$ cat src/qpc_defs.svh
// Constants for the quadrature pulse counter with presets
// How it works
// - Counter mode: input A pulses, B direction, C enable, D reset.
// - Direction input unused or idle: count up.
// - Direction input unused: software direction bit 10 of discrete command.
// - Enable input unused or idle: counting enabled.
// - Enable input unused: software enable bit 9 of discrete command.
// - Reset input held: accumulator held at lower limit, counting inhibited.
// - Reset input unused: software reset bit 19 of discrete command.
// - Encoder mode: A and B quadrature channels, C marker pulse.
// - Homing active with limit switch: next marker loads home value.
// - Encoder rate one, two or four per cycle; counter mode single only.
// - Each input has a selectable filter limiting response to 100 Hz.
// - 24-bit accumulator built by sampling an 8-bit hardware counter.
// - Accumulator is signed, -8388608 to +8388607.
// - Counting up past upper limit wraps to lower limit.
// - Counting down past lower limit wraps to upper limit.
// - Compare result is accumulator >= preset, inverted by command 35 sense.
// - Output on when compare result true and output enabled.
// - Latched output stays on until unlatched and conditions false.
// - Eight internal presets compared, results returned to CPU.
// - CPU exchange uses 32-bit command and return words.
// - Optional standalone run once presets loaded, whatever CPU state.
// - Power loss sets a reload-needed status bit.
// - One command per write; command number in low byte.
`ifndef QPC_DEFS_SVH
`define QPC_DEFS_SVH

`define QPC_CLK_HZ 100000000
`define QPC_FILT_HZ 100
`define QPC_FILT_CYC (`QPC_CLK_HZ / (2 * `QPC_FILT_HZ))
`define QPC_SAMPLE_CYC 16

`define QPC_OFS_CMD 8'h00
`define QPC_OFS_RET 8'h04

`define QPC_CMD_DISC 8'h00
`define QPC_CMD_LOWER 8'h01
`define QPC_CMD_UPPER 8'h02
`define QPC_CMD_HOME 8'h03
`define QPC_CMD_DONE 8'h04
`define QPC_CMD_PRESET 5'h02
`define QPC_CMD_SENSE 8'h23
`define QPC_CMD_SEL_ACC 8'h30
`define QPC_CMD_SEL_STAT 8'h31
`define QPC_ERR_CODE 8'hee

`define QPC_D_ENA_OFF 0
`define QPC_D_DOWN 1
`define QPC_D_OEN 2
`define QPC_D_LATCH 6
`define QPC_D_RESET 10
`define QPC_D_HOMING 11

`define QPC_LOWER_RST 24'h800000
`define QPC_UPPER_RST 24'h7fffff

`endif

$ cat src/qpc_pkg.sv
// Types for the quadrature pulse counter
`default_nettype none
package qpc_pkg;
    typedef enum logic [1:0] {
        single_rate_count,
        double_rate_count,
        quadruple_rate_count
    } qpc_rate_t;
    typedef enum logic {
        qpc_ret_acc,
        qpc_ret_stat
    } qpc_ret_t;
    typedef logic signed [23:0] qpc_count_t;
endpackage
`default_nettype wire

$ cat src/qpc_filt.sv
// Input debounce filter
`default_nettype none
module qpc_filt #(
    parameter int unsigned STABLE_CYC = 500000
) (
    input wire logic clk_i,   // Clock
    input wire logic rst_b_i, // Synchronised reset, active low
    input wire logic en_i,    // Filter selected
    input wire logic raw_i,   // Raw input level
    output logic filt_o       // Filtered level
);
    localparam int CW = $clog2(STABLE_CYC + 1);
    logic [CW-1:0] cnt_r;
    logic state_r;

    initial begin
        if (STABLE_CYC < 1) begin
            $error("STABLE_CYC must be at least 1");
        end
    end

    // Level changes only after standing for a full half period
    always_ff @(posedge clk_i or negedge rst_b_i) begin
        if (!rst_b_i) begin
            state_r <= 1'b0;
            cnt_r <= '0;
        end else if (!en_i || raw_i == state_r) begin
            state_r <= en_i ? state_r : raw_i;
            cnt_r <= '0;
        end else if (cnt_r == CW'(STABLE_CYC - 1)) begin
            state_r <= raw_i;
            cnt_r <= '0;
        end else begin
            cnt_r <= cnt_r + 1'b1;
        end
    end

    assign filt_o = state_r;
endmodule // qpc_filt
`default_nettype wire

$ cat src/qpc_top.sv
// Quadrature pulse counter with presets, limits and outputs
`include "qpc_defs.svh"
`default_nettype none
module qpc_top
    import qpc_pkg::*;
#(
    parameter int unsigned FILT_CYC = `QPC_FILT_CYC,
    parameter int unsigned SAMPLE_CYC = `QPC_SAMPLE_CYC,
    parameter int unsigned N_PRESET = 8,
    parameter int unsigned N_OUT = 4
) (
    input wire logic clk_i,              // 100 MHz clock
    input wire logic rst_b_i,            // Reset, active low
    input wire logic [7:0] addr_i,       // Register address
    input wire logic [31:0] wdata_i,     // Write data
    input wire logic wr_i,               // Write strobe
    input wire logic rd_i,               // Read strobe
    output logic [31:0] rdata_o,         // Read data, cycle after rd_i
    input wire logic [3:0] in_i,         // Field inputs A..D
    input wire logic [3:0] in_used_i,    // Input wired and enabled
    input wire logic [3:0] filt_en_i,    // Debounce filter select
    input wire logic enc_mode_i,         // 1 encoder mode, 0 counter mode
    input wire logic [1:0] rate_sel_i,   // Quadrature rate select
    input wire logic standalone_i,       // Run regardless of CPU state
    input wire logic cpu_run_i,          // CPU is running
    input wire logic power_lost_i,       // Field or rack power lost
    output logic [N_OUT-1:0] out_o,      // Output level (sink low)
    output logic [N_OUT-1:0] out_oe_o,   // Output sinking
    output logic reload_o                // Configuration must be reloaded
);
    initial begin
        if (SAMPLE_CYC < 1 || SAMPLE_CYC > 127) begin
            $error("SAMPLE_CYC must be 1..127");
        end
        if (N_PRESET > 8 || N_OUT > N_PRESET || N_OUT > 4) begin
            $error("At most 8 presets and 4 outputs");
        end
        if (FILT_CYC < 1) begin
            $error("FILT_CYC must be at least 1");
        end
    end

    function automatic logic ge_sgn(input qpc_count_t a, input qpc_count_t b);
        ge_sgn = (a >= b);
    endfunction

    // Reset release
    logic rst_s1_r;
    logic rst_b_s;
    always_ff @(posedge clk_i or negedge rst_b_i) begin
        if (!rst_b_i) begin
            rst_s1_r <= 1'b0;
            rst_b_s <= 1'b0;
        end else begin
            rst_s1_r <= 1'b1;
            rst_b_s <= rst_s1_r;
        end
    end

    // Input filtering; an unused input reads inactive
    logic [3:0] filt;
    logic [3:0] prev_r;
    genvar gi;
    generate
        for (gi = 0; gi < 4; gi++) begin : g_filt
            qpc_filt #(.STABLE_CYC(FILT_CYC)) u_filt (
                .clk_i(clk_i),
                .rst_b_i(rst_b_s),
                .en_i(filt_en_i[gi]),
                .raw_i(in_i[gi] & in_used_i[gi]),
                .filt_o(filt[gi])
            );
        end
    endgenerate

    always_ff @(posedge clk_i or negedge rst_b_s) begin
        if (!rst_b_s) begin
            prev_r <= 4'h0;
        end else begin
            prev_r <= filt;
        end
    end

    wire [3:0] rise = filt & ~prev_r;
    wire [3:0] edg = filt ^ prev_r;

    // Configuration state written by commands
    logic [23:0] disc_r;
    qpc_count_t lower_r;
    qpc_count_t upper_r;
    qpc_count_t home_r;
    qpc_count_t preset_r [N_PRESET];
    logic [N_OUT-1:0] sense_r;
    qpc_ret_t ret_sel_r;
    logic loaded_r;
    logic reload_r;
    logic err_r;
    logic [7:0] err_cmd_r;

    wire cmd_wr = wr_i && addr_i == `QPC_OFS_CMD;
    wire [7:0] cmd = wdata_i[7:0];
    wire [23:0] cdata = wdata_i[31:8];
    wire is_disc = cmd == `QPC_CMD_DISC;
    wire is_lower = cmd == `QPC_CMD_LOWER;
    wire is_upper = cmd == `QPC_CMD_UPPER;
    wire is_home = cmd == `QPC_CMD_HOME;
    wire is_done = cmd == `QPC_CMD_DONE;
    wire is_pre = cmd[7:3] == `QPC_CMD_PRESET && 32'(cmd[2:0]) < N_PRESET;
    wire is_sense = cmd == `QPC_CMD_SENSE;
    wire is_sel_acc = cmd == `QPC_CMD_SEL_ACC;
    wire is_sel_st = cmd == `QPC_CMD_SEL_STAT;
    wire known = is_disc | is_lower | is_upper | is_home | is_done
        | is_pre | is_sense | is_sel_acc | is_sel_st;
    wire ret_rd = rd_i && addr_i == `QPC_OFS_RET;

    always_ff @(posedge clk_i or negedge rst_b_s) begin
        if (!rst_b_s) begin
            disc_r <= 24'h000000;
            lower_r <= `QPC_LOWER_RST;
            upper_r <= `QPC_UPPER_RST;
            home_r <= 24'h000000;
            sense_r <= '0;
            ret_sel_r <= qpc_ret_acc;
        end else if (cmd_wr) begin
            if (is_disc) begin
                disc_r <= cdata;
            end
            if (is_lower) begin
                lower_r <= cdata;
            end
            if (is_upper) begin
                upper_r <= cdata;
            end
            if (is_home) begin
                home_r <= cdata;
            end
            if (is_sense) begin
                sense_r <= cdata[N_OUT-1:0];
            end
            if (is_sel_acc) begin
                ret_sel_r <= qpc_ret_acc;
            end
            if (is_sel_st) begin
                ret_sel_r <= qpc_ret_stat;
            end
        end
    end

    generate
        for (gi = 0; gi < N_PRESET; gi++) begin : g_pre
            always_ff @(posedge clk_i or negedge rst_b_s) begin
                if (!rst_b_s) begin
                    preset_r[gi] <= 24'h000000;
                end else if (cmd_wr && is_pre && 32'(cmd[2:0]) == gi) begin
                    preset_r[gi] <= cdata;
                end
            end
        end
    endgenerate

    // Status flags; power loss wins over a preset load or done, a new error over a read
    always_ff @(posedge clk_i or negedge rst_b_s) begin
        if (!rst_b_s) begin
            loaded_r <= 1'b0;
            reload_r <= 1'b0;
            err_r <= 1'b0;
            err_cmd_r <= 8'h00;
        end else begin
            if (power_lost_i) begin
                loaded_r <= 1'b0;
            end else if (cmd_wr && is_pre) begin
                loaded_r <= 1'b1;
            end
            if (power_lost_i) begin
                reload_r <= 1'b1;
            end else if (cmd_wr && is_done) begin
                reload_r <= 1'b0;
            end
            if (cmd_wr && !known) begin
                err_r <= 1'b1;
                err_cmd_r <= cmd;
            end else if (ret_rd) begin
                err_r <= 1'b0;
            end
        end
    end

    // Running: CPU active, or standalone after presets loaded
    wire active = cpu_run_i || (standalone_i && loaded_r);

    // Counter mode controls
    wire cnt_down = in_used_i[1] ? filt[1] : disc_r[`QPC_D_DOWN];
    wire cnt_off = in_used_i[2] ? filt[2] : disc_r[`QPC_D_ENA_OFF];
    wire rst_req = in_used_i[3] ? filt[3] : disc_r[`QPC_D_RESET];
    wire rst_hold = !enc_mode_i && rst_req;

    // Quadrature decoding
    qpc_rate_t rate;
    assign rate = enc_mode_i ? qpc_rate_t'(rate_sel_i) : single_rate_count;
    wire qa = filt[0];
    wire qb = filt[1];
    logic q_step;
    logic q_up;
    always_comb begin
        q_step = 1'b0;
        q_up = 1'b0;
        unique case (rate)
            double_rate_count: begin
                q_step = edg[0];
                q_up = qa != qb;
            end
            quadruple_rate_count: begin
                q_step = edg[0] | edg[1];
                q_up = edg[0] ? (qa != qb) : (qa == qb);
            end
            default: begin
                q_step = rise[0];
                q_up = !qb;
            end
        endcase
    end

    wire step = active && (enc_mode_i ? q_step
        : rise[0] && !cnt_off && !rst_hold);
    wire step_up = enc_mode_i ? q_up : !cnt_down;

    // Homing: one load per activation of the homing command
    logic homed_r;
    wire homing = enc_mode_i && disc_r[`QPC_D_HOMING];
    wire home_ld = homing && !homed_r && filt[3] && rise[2];
    always_ff @(posedge clk_i or negedge rst_b_s) begin
        if (!rst_b_s) begin
            homed_r <= 1'b0;
        end else if (!homing) begin
            homed_r <= 1'b0;
        end else if (home_ld) begin
            homed_r <= 1'b1;
        end
    end

    // Fast 8-bit counter, sampled into the accumulator
    logic [7:0] hw_r;
    logic [7:0] last_r;
    logic [6:0] tick_r;
    qpc_count_t acc_r;
    always_ff @(posedge clk_i or negedge rst_b_s) begin
        if (!rst_b_s) begin
            hw_r <= 8'h00;
        end else if (step) begin
            hw_r <= step_up ? hw_r + 8'h01 : hw_r - 8'h01;
        end
    end

    wire tick = tick_r == 7'(SAMPLE_CYC - 1);
    always_ff @(posedge clk_i or negedge rst_b_s) begin
        if (!rst_b_s) begin
            tick_r <= 7'h00;
        end else begin
            tick_r <= tick ? 7'h00 : tick_r + 7'h01;
        end
    end

    // Wrap between limits; a sample moves less than the limit span
    // SAMPLE_CYC under 128 keeps one sample's change inside the signed delta
    wire signed [7:0] delta = signed'(hw_r - last_r);
    wire signed [25:0] sum = 26'(acc_r) + 26'(delta);
    wire signed [25:0] up26 = 26'(upper_r);
    wire signed [25:0] lo26 = 26'(lower_r);
    wire signed [25:0] span = up26 - lo26 + 26'sh1;
    wire over = sum > up26;
    wire under = sum < lo26;
    wire signed [25:0] wrapped = over ? sum - span
        : under ? sum + span : sum;
    always_ff @(posedge clk_i or negedge rst_b_s) begin
        if (!rst_b_s) begin
            acc_r <= `QPC_LOWER_RST;
            last_r <= 8'h00;
        end else if (rst_hold) begin
            acc_r <= lower_r;
            last_r <= hw_r;
        end else if (home_ld) begin
            acc_r <= home_r;
            last_r <= hw_r;
        end else if (tick) begin
            acc_r <= wrapped[23:0];
            last_r <= hw_r;
        end
    end

    // Preset comparisons
    logic [7:0] pre_ge;
    generate
        for (gi = 0; gi < 8; gi++) begin : g_cmp
            if (gi < N_PRESET) begin : g_on
                assign pre_ge[gi] = ge_sgn(acc_r, preset_r[gi]);
            end else begin : g_off
                assign pre_ge[gi] = 1'b0;
            end
        end
    endgenerate

    // Outputs, with enable and latch
    wire [N_OUT-1:0] cmp_res = pre_ge[N_OUT-1:0] ^ sense_r;
    wire [N_OUT-1:0] oen = disc_r[`QPC_D_OEN +: N_OUT];
    wire [N_OUT-1:0] latch = disc_r[`QPC_D_LATCH +: N_OUT];
    logic [N_OUT-1:0] out_r;
    wire [N_OUT-1:0] out_nxt = active ? (cmp_res & oen)
        | (latch & out_r) : '0;
    always_ff @(posedge clk_i or negedge rst_b_s) begin
        if (!rst_b_s) begin
            out_r <= '0;
        end else begin
            out_r <= out_nxt;
        end
    end

    assign out_oe_o = out_r;
    assign out_o = '0;
    assign reload_o = reload_r;

    // Return word
    wire [31:0] ret_acc = {acc_r, pre_ge};
    wire [31:0] ret_st = {16'h0000, homed_r, loaded_r, enc_mode_i, reload_r,
        4'(out_r), 8'h00};
    wire [31:0] ret_err = {16'h0000, err_cmd_r, `QPC_ERR_CODE};
    wire [31:0] ret_word = err_r ? ret_err
        : ret_sel_r == qpc_ret_stat ? ret_st : ret_acc;
    wire [31:0] rd_mux = addr_i == `QPC_OFS_RET ? ret_word
        : addr_i == `QPC_OFS_CMD ? {disc_r, 8'h00} : 32'h0000_0000;

    // Read data stand for one cycle and are zero otherwise
    logic [31:0] rdata_r;
    always_ff @(posedge clk_i or negedge rst_b_s) begin
        if (!rst_b_s) begin
            rdata_r <= 32'h0000_0000;
        end else begin
            rdata_r <= rd_i ? rd_mux : 32'h0000_0000;
        end
    end
    assign rdata_o = rdata_r;
endmodule // qpc_top
`default_nettype wire

$ cat config.mk
export PLATFORM = sky130hd
export DESIGN_NAME = qpc_top
export DESIGN_NICKNAME = d
export VERILOG_FILES = /design/src/qpc_pkg.sv /design/src/qpc_filt.sv /design/src/qpc_top.sv
export VERILOG_INCLUDE_DIRS = /design/src
export SDC_FILE = /design/constraint.sdc
export NUM_CORES = 1
export LEC_CHECK = 0
export ABC_AREA = 1
export BUFFER_PORTS_ARGS = -buffer_cell sky130_fd_sc_hd__buf_2
export CORE_MARGIN = 1
export CORE_UTILIZATION = 64
export CTS_CLUSTER_SIZE = 24
export DETAILED_ROUTE_END_ITERATION = 12
export PLACE_DENSITY_LB_ADDON = 0.05
export SLEW_MARGIN = 30
export SYNTH_ARGS = -nofsm -noshare
export SYNTH_HDL_FRONTEND = slang
export SYNTH_SLANG_ARGS = --single-unit
$ cat constraint.sdc
create_clock -name clk_i -period 16.25 [get_ports clk_i]
set_input_delay 3.25 -clock clk_i [delete_from_list [all_inputs] [get_ports clk_i]]
set_output_delay 3.25 -clock clk_i [all_outputs]
set_load 0.01 [all_outputs]
==> run_results.csv, run 1 <==
group,metric,value,unit
global_route,grt_pass1_vias,25800,
place,gp_congestion,0.962,
logic_synthesis,yosysWarnings,0,
logic_synthesis,synth_seq_area_share,37.8,%
timing,max-slew-margin-rel,36.4,%
critical_path,end_kind,"flop",
timing,max_slew.worst_pin.slew,0.955,ns
global_route,overflow,0,
status,outcome,"complete, no violations",
floorplan,core_area,48000,um2
clock_tree,ctsResizeCount,0,
clock_tree,clkSinkCount,473,
logic_synthesis,async_flop_share,100,%
clock_tree,cts_hold_buf,0,
route,drt_iter0_markers,2587,
timing,rsz0062_at_grt,"false",
layout,diodes,0,
logic_synthesis,synth_area_leaders,"dfrtp_1 36%, ha_1 15%, nand2_1 9.8%",
global_route,grt_max_degree,81,
global_route,grt_pass1_wl,143000,um
route,vias,27400,
critical_path,cp_max_fo,40,
clock_tree,cts.clk_slew.worst_paths,0.06,ns
clock_tree,cts_buffer_depth,3,
critical_path,worst-r2r-cell-count,40,
critical_path,startpoint,"hw_r[2]$_DFFE_PN0P_",
logic_synthesis,synthTopCellsByCount,"822 x nand2_1, 574 x inv_1, 448 x dfrtp_1",
timing,skew,0.0261,ns
route,drc,0,
timing,finalSetupViolations,0,
floorplan,ioPinCount,103,
clock_tree,cts_made_buffers,50,
timing,period_needed,6.57,ns
floorplan,dieHeight,224,um
global_route,antenna_found_initial,5,
critical_path,crit_end,"acc_r[11]$_DFFE_PN0P_",
timing,timing.setup.tns,0,ns
logic_synthesis,synthFlopType,"dfrtp_1",
timing,hold_violations,0,
critical_path,max_stage_delay,0.65,ns
layout,fin_nets,4468,
layout,area_growth,8.48,%
route,wire_per_inst,19.4,um
critical_path,cp.required,16.73,ns
route,routed_via_density,5.85,
place,hpwlAfterDp,63800,um
floorplan,dieArea,50000,um2
critical_path,r2r_slack,9.68,ns
critical_path,crit_type,"reg -> reg",
logic_synthesis,synth-edff-count,0,
route,drt-total-wl,90900,um
clock_tree,cts_tree,"built",
route,ant_nets,0,
critical_path,worstReg2RegEnd,"acc_r[11]$_DFFE_PN0P_",
clock_tree,htreeDepth,2,
job,drv_cap,0,
layout,fillers,3902,
floorplan,initial_core_util,65.4,%
logic_synthesis,syn_area_per_cell,7.92,um2
place,io_buffers,98,
layout,drive_above_1_share,7.65,%
hold_path,min_path_type,"reg -> async",
clock_tree,clk_latency,0.61,ns
timing,drv_slew,0,
critical_path,arrival,7.05,ns
logic_synthesis,synth_most_common_cell,"nand2_1",
logic_synthesis,netlist.area_leader.share,35.7,%
clock_tree,root_buffer,"clkbuf_16",
clock_tree,post-cts-setup-buffer-count,0,
critical_path,start_kind,"flop",
floorplan,rows,80,
global_route,grt.total_usage,36.9,%
route,drt-pass1-iter-count,7,
critical_path,r2r_start,"hw_r[2]$_DFFE_PN0P_",
logic_synthesis,synthesis.area,31400,um2
critical_path,slowest_stage,"nand2_2",
logic_synthesis,ys_types,66,
floorplan,dieWidth,224,um
logic_synthesis,ys_seq_elements,473,
logic_synthesis,syn-instance-count,3968,
timing,timing.final.crit_share,40.4,%
timing,timing.fmax,152,MHz
logic_synthesis,yosys.area.top_type,"dfrtp_1",
critical_path,crit_top_cell,"nand2_1",
## worst max-delay path: cells and delay by family (launching register included)
family,cells,cell delay [ns]
and+or+nand+nor,23,2.27
AOI/OAI and AO/OA,9,1.70
adders and majority gates,3,1.01
buffers and inverters,3,0.66
DFF,1,0.43
xor gates and xnor gates,2,0.35
## how the worst min path moves through the flow
stage                           endpoint  depth (start not counted)  slack (ns)               start
6_report       preset_r[182]$_DFFE_PN0P_                          0        0.31   rst_b_s$_DFF_PN0_
5_1_grt        preset_r[182]$_DFFE_PN0P_                          0        0.36   rst_b_s$_DFF_PN0_
4_1_cts        preset_r[182]$_DFFE_PN0P_                          0        0.33   rst_b_s$_DFF_PN0_
3_5_place_dp   preset_r[182]$_DFFE_PN0P_                          0        0.32   rst_b_s$_DFF_PN0_
3_3_place_gp           rst_b_s$_DFF_PN0_                          0        0.33  rst_s1_r$_DFF_PN0_
2_1_floorplan          rst_b_s$_DFF_PN0_                          0        0.33  rst_s1_r$_DFF_PN0_
## per-stage QoR
| stage | setup WS (ns) | utilization, % | cell area (um2) | hold WS (ns) | cells |
|---|---|---|---|---|---|
| 2_1_floorplan | 2.13 | - | 31400 | 0.331 | 3971 |
| 4_1_cts | 9.78 | 70.9 | 34000 | 0.329 | 4677 |
| 3_3_place_gp | 9.82 | 67.4 | 32400 | 0.335 | 4583 |
| 3_5_place_dp | 9.73 | 67.4 | 32400 | 0.324 | 4584 |
| 6_report | 9.68 | 70.9 | 34100 | 0.309 | 4678 |
| 5_1_grt | 9.17 | 70.9 | 34100 | 0.365 | 4678 |
## registers in the layout (all words and copies together) (netlist names), 24 cells and up
name	count
acc_r	24
disc_r	24
g_filt.u_filt.cnt_r	76
home_r	24
lower_r	24
preset_r	192
rdata_o	32
upper_r	24
## cells by family after synthesis
logic type	share of synthesized area, %
XOR/XNOR	3.23
multiplexers	0.0358
AO/OA/AOI/OAI	15.8
buffers and inverters	8.85
AND/OR/NAND/NOR	18.8
other	0.0239
adder cells (fa/ha/maj)	15.4
flip-flops	37.8
## layout make-up
cell class | instances | area [um2] | share of cell area [%]
multi-input combinational | 2780 | 16800 | 49.3
timing repair buffer | 134 | 805 | 2.36
sequential | 473 | 11900 | 34.8
clock buffer | 76 | 1490 | 4.38
tap | 615 | 769 | 2.26
inverter | 583 | 2190 | 6.42
clock inverter | 17 | 145 | 0.426
## placed cells by master (no fill, tap or decap), types with 6 or more instances in the layout
cell,n
xor2_1,90
o21bai_1,24
buf_4,31
o21ai_1,17
a21o_1,13
nand2_2,7
dfstp_2,25
dfrtp_1,447
a211oi_1,13
o221ai_1,8
a31oi_1,20
buf_2,98
inv_2,7
a21oi_1,280
a22oi_1,23
inv_1,574
nand3_1,116
nor2_1,255
clkbuf_8,10
ha_1,378
or2_2,10
a22o_1,16
o211ai_2,7
clkbuf_16,52
o21ai_0,385
clkinv_2,12
a221oi_1,7
nand2_1,822
o21ai_2,10
o31ai_1,9
nor2_2,6
xnor2_1,26
nor3_1,65
nor4_1,18
fa_1,6
nor3b_1,8
nand4_1,55
o211ai_1,11
clkbuf_1,14
o21a_1,9
## per-layer routing
layer  vias up  wire length, um  track usage (%)
met5         -               15                0
met4         2             3740             15.3
met3       228             7920             5.78
met2      1111            40600             58.6
met1     12800            38700             50.6
li1      13200                -                -
Power of run 1 is not shown: default switching activity piles up to over one toggle a cycle in this logic, so the estimate is an artifact.
==> inputs of run 2 (changes only) <==
--- a/config.mk
+++ b/config.mk
@@ -6,10 +6,10 @@
 export SDC_FILE = /design/constraint.sdc
 export NUM_CORES = 1
 export LEC_CHECK = 0
-export ABC_AREA = 1
+export ABC_AREA = 0
 export BUFFER_PORTS_ARGS = -buffer_cell sky130_fd_sc_hd__buf_2
 export CORE_MARGIN = 1
-export CORE_UTILIZATION = 64
+export CORE_UTILIZATION = 57
 export CTS_CLUSTER_SIZE = 24
 export DETAILED_ROUTE_END_ITERATION = 12
 export PLACE_DENSITY_LB_ADDON = 0.05
==> constraint.sdc (replaced) <==
create_clock -name clk_i -period 5.6 [get_ports clk_i]
set_input_delay 1.12 -clock clk_i [delete_from_list [all_inputs] [get_ports clk_i]]
set_output_delay 1.12 -clock clk_i [all_outputs]
set_load 0.01 [all_outputs]
==> run_results.csv, run 2 <==
group,metric,value,unit
clock_tree,cts_made_buffers,53,
critical_path,cp.required,6.08,ns
clock_tree,clkSinkCount,473,
floorplan,dieWidth,234,um
logic_synthesis,synthesis.area,30700,um2
critical_path,r2r_start,"last_r[1]$_DFFE_PN0P_",
critical_path,cp_max_fo,8,
route,wire_per_inst,20.8,um
clock_tree,htreeDepth,2,
floorplan,dieArea,54800,um2
critical_path,max_stage_delay,0.45,ns
global_route,grt.total_usage,32.6,%
critical_path,crit_top_cell,"a21oi_2",
floorplan,dieHeight,234,um
place,gp_congestion,0.978,
critical_path,start_kind,"flop",
floorplan,core_area,52900,um2
timing,timing.final.crit_share,110,%
job,drv_cap,0,
layout,area_growth,17.7,%
place,hpwlAfterDp,65500,um
layout,fin_nets,3990,
timing,timing.fmax,163,MHz
timing,drv_slew,0,
timing,finalSetupViolations,24,
route,drt-pass1-iter-count,11,
logic_synthesis,synth-edff-count,0,
logic_synthesis,netlist.area_leader.share,36.5,%
logic_synthesis,syn_area_per_cell,9.42,um2
logic_synthesis,synthTopCellsByCount,"448 x dfrtp_1, 378 x ha_1, 330 x inv_1",
timing,skew,0.0339,ns
critical_path,arrival,6.63,ns
critical_path,end_kind,"flop",
floorplan,initial_core_util,58.1,%
logic_synthesis,synthFlopType,"dfrtp_1",
layout,design_area,36200,um2
route,vias,25400,
critical_path,crit_type,"reg -> reg",
timing,max_slew.worst_pin.slew,0.942,ns
critical_path,worstReg2RegEnd,"acc_r[3]$_DFFE_PN0P_",
layout,largest_register,"preset_r",
layout,largest_reg_flops,192,
logic_synthesis,yosysWarnings,0,
logic_synthesis,synth_seq_area_share,38.6,%
global_route,grt_max_degree,159,
clock_tree,cts_hold_buf,0,
timing,max-slew-margin-rel,37.2,%
clock_tree,root_buffer,"clkbuf_16",
critical_path,worst-r2r-cell-count,35,
logic_synthesis,async_flop_share,100,%
critical_path,r2r_slack,-0.54,ns
hold_path,min_path_type,"in -> async",
route,ant_nets,0,
route,drc,2,
route,routed_via_density,5.94,
place,io_buffers,98,
layout,final_common_cell,"dfrtp_1",
timing,hold_violations,0,
critical_path,critPathBufInv,3,
critical_path,slowest_stage,"or3_4",
place,dpl.cell_count,4149,
global_route,grt_pass1_vias,25300,
logic_synthesis,yosys.area.top_type,"dfrtp_1",
timing,rsz0062_at_grt,"true",
logic_synthesis,syn-instance-count,3259,
timing,timing.final.ws_setup,-0.543,ns
layout,diodes,0,
route,drt-total-wl,89000,um
global_route,antenna_found_initial,1,
clock_tree,cts.clk_slew.worst_paths,0.06,ns
global_route,overflow,0,
clock_tree,cts_buffer_depth,3,
layout,drive_above_1_share,21.8,%
status,outcome,"finished, violations left",
global_route,grt_pass1_wl,138000,um
floorplan,rows,84,
logic_synthesis,synth_area_leaders,"dfrtp_1 37%, ha_1 15%, mux2_2 6.3%",
layout,final_cells,4271,
logic_synthesis,ys_seq_elements,473,
timing,period_needed,6.14,ns
logic_synthesis,synth_most_common_cell,"dfrtp_1",
logic_synthesis,ys_types,80,
critical_path,path_delay_family,"compound AO/OA/AOI/OAI gates",
clock_tree,clk_latency,0.63,ns
layout,final_cell_mix,"447 x dfrtp_1, 367 x ha_1, 328 x inv_1, 263 x nand2_1, 246 x nor2_1",
clock_tree,cts_tree,"built",
status,violations,"DRC, setup timing",
floorplan,ioPinCount,103,
place,placed_area,33400,um2
route,drt_iter0_markers,1726,
[run 2: how the worst max path moves through the flow]
stage	start	to	slack (ns)	depth (start not counted)
floorplan	hw_r[1]$_DFFE_PN0P_	acc_r[8]$_DFFE_PN0P_	-0.23	34
global placement	hw_r[0]$_DFFE_PN0P_	acc_r[22]$_DFFE_PN0P_	-0.52	30
detailed placement	hw_r[0]$_DFFE_PN0P_	acc_r[22]$_DFFE_PN0P_	-0.69	30
CTS	hw_r[1]$_DFFE_PN0P_	acc_r[14]$_DFFE_PN0P_	-0.35	33
global route	last_r[1]$_DFFE_PN0P_	acc_r[3]$_DFFE_PN0P_	-0.76	35
finish	last_r[1]$_DFFE_PN0P_	acc_r[3]$_DFFE_PN0P_	-0.54	35
[run 2: kinds of logic (layout without fill, tap and decap cells)]
kind of cell | count (synthesis) | count (layout) | synth area share, %
adder cells (fa/ha/maj) | 384 | 384 | 15.8
multiplexers | 201 | 201 | 7.25
flip-flops | 473 | 473 | 38.6
AND/OR/NAND/NOR | 873 | 873 | 13.3
buffers and inverters | 456 | 777 | 5.77
XOR/XNOR | 146 | 146 | 4.16
AO/OA/AOI/OAI | 724 | 724 | 15.1
other | 2 | 5 | 0.0245
[run 2: timing repair]
item | in CTS | in global routing
resized for setup | 68 | 63
buffers inserted | 12 | 13
setup endpoints to repair | 24 | 24
pin swaps | 33 | 62
gates cloned | 0 | 2
[run 2: layout make-up]
| class | count | area [um2] |
|---|---|---|
| multi-input cells | 2333 | 17800 |
| fillers | 4183 | 16700 |
| flip-flops and latches | 473 | 11900 |
| repair buffers | 353 | 2540 |
| clock buffers | 72 | 1530 |
| inverters | 330 | 1240 |
| well taps | 688 | 861 |
| clock inverters | 22 | 290 |
[run 2: per-layer routing]
layer	global-route usage, %	vias up	part of all wire, %
li1	-	12000	-
met4	12.5	0	3.7
met3	3.40	180	4.6
met5	0	-	0
met1	43.6	12600	44
met2	54.5	652	48
[run 2: stage by stage]
stage | hold slack (ns) | util, % | setup WS [ns] | setup TNS [ns]
finish | 0.285 | 68.4 | -0.543 | -10.82
global route | 0.278 | 68.4 | -0.756 | -16.31
CTS | 0.262 | 67.5 | -0.348 | -7.01
detailed placement | 0.335 | 63.3 | -0.689 | -14.09
global placement | 0.334 | 63.2 | -0.524 | -9.97
floorplan | 0.331 | - | -0.233 | -3.15
Power of run 2 is left out for the same reason.
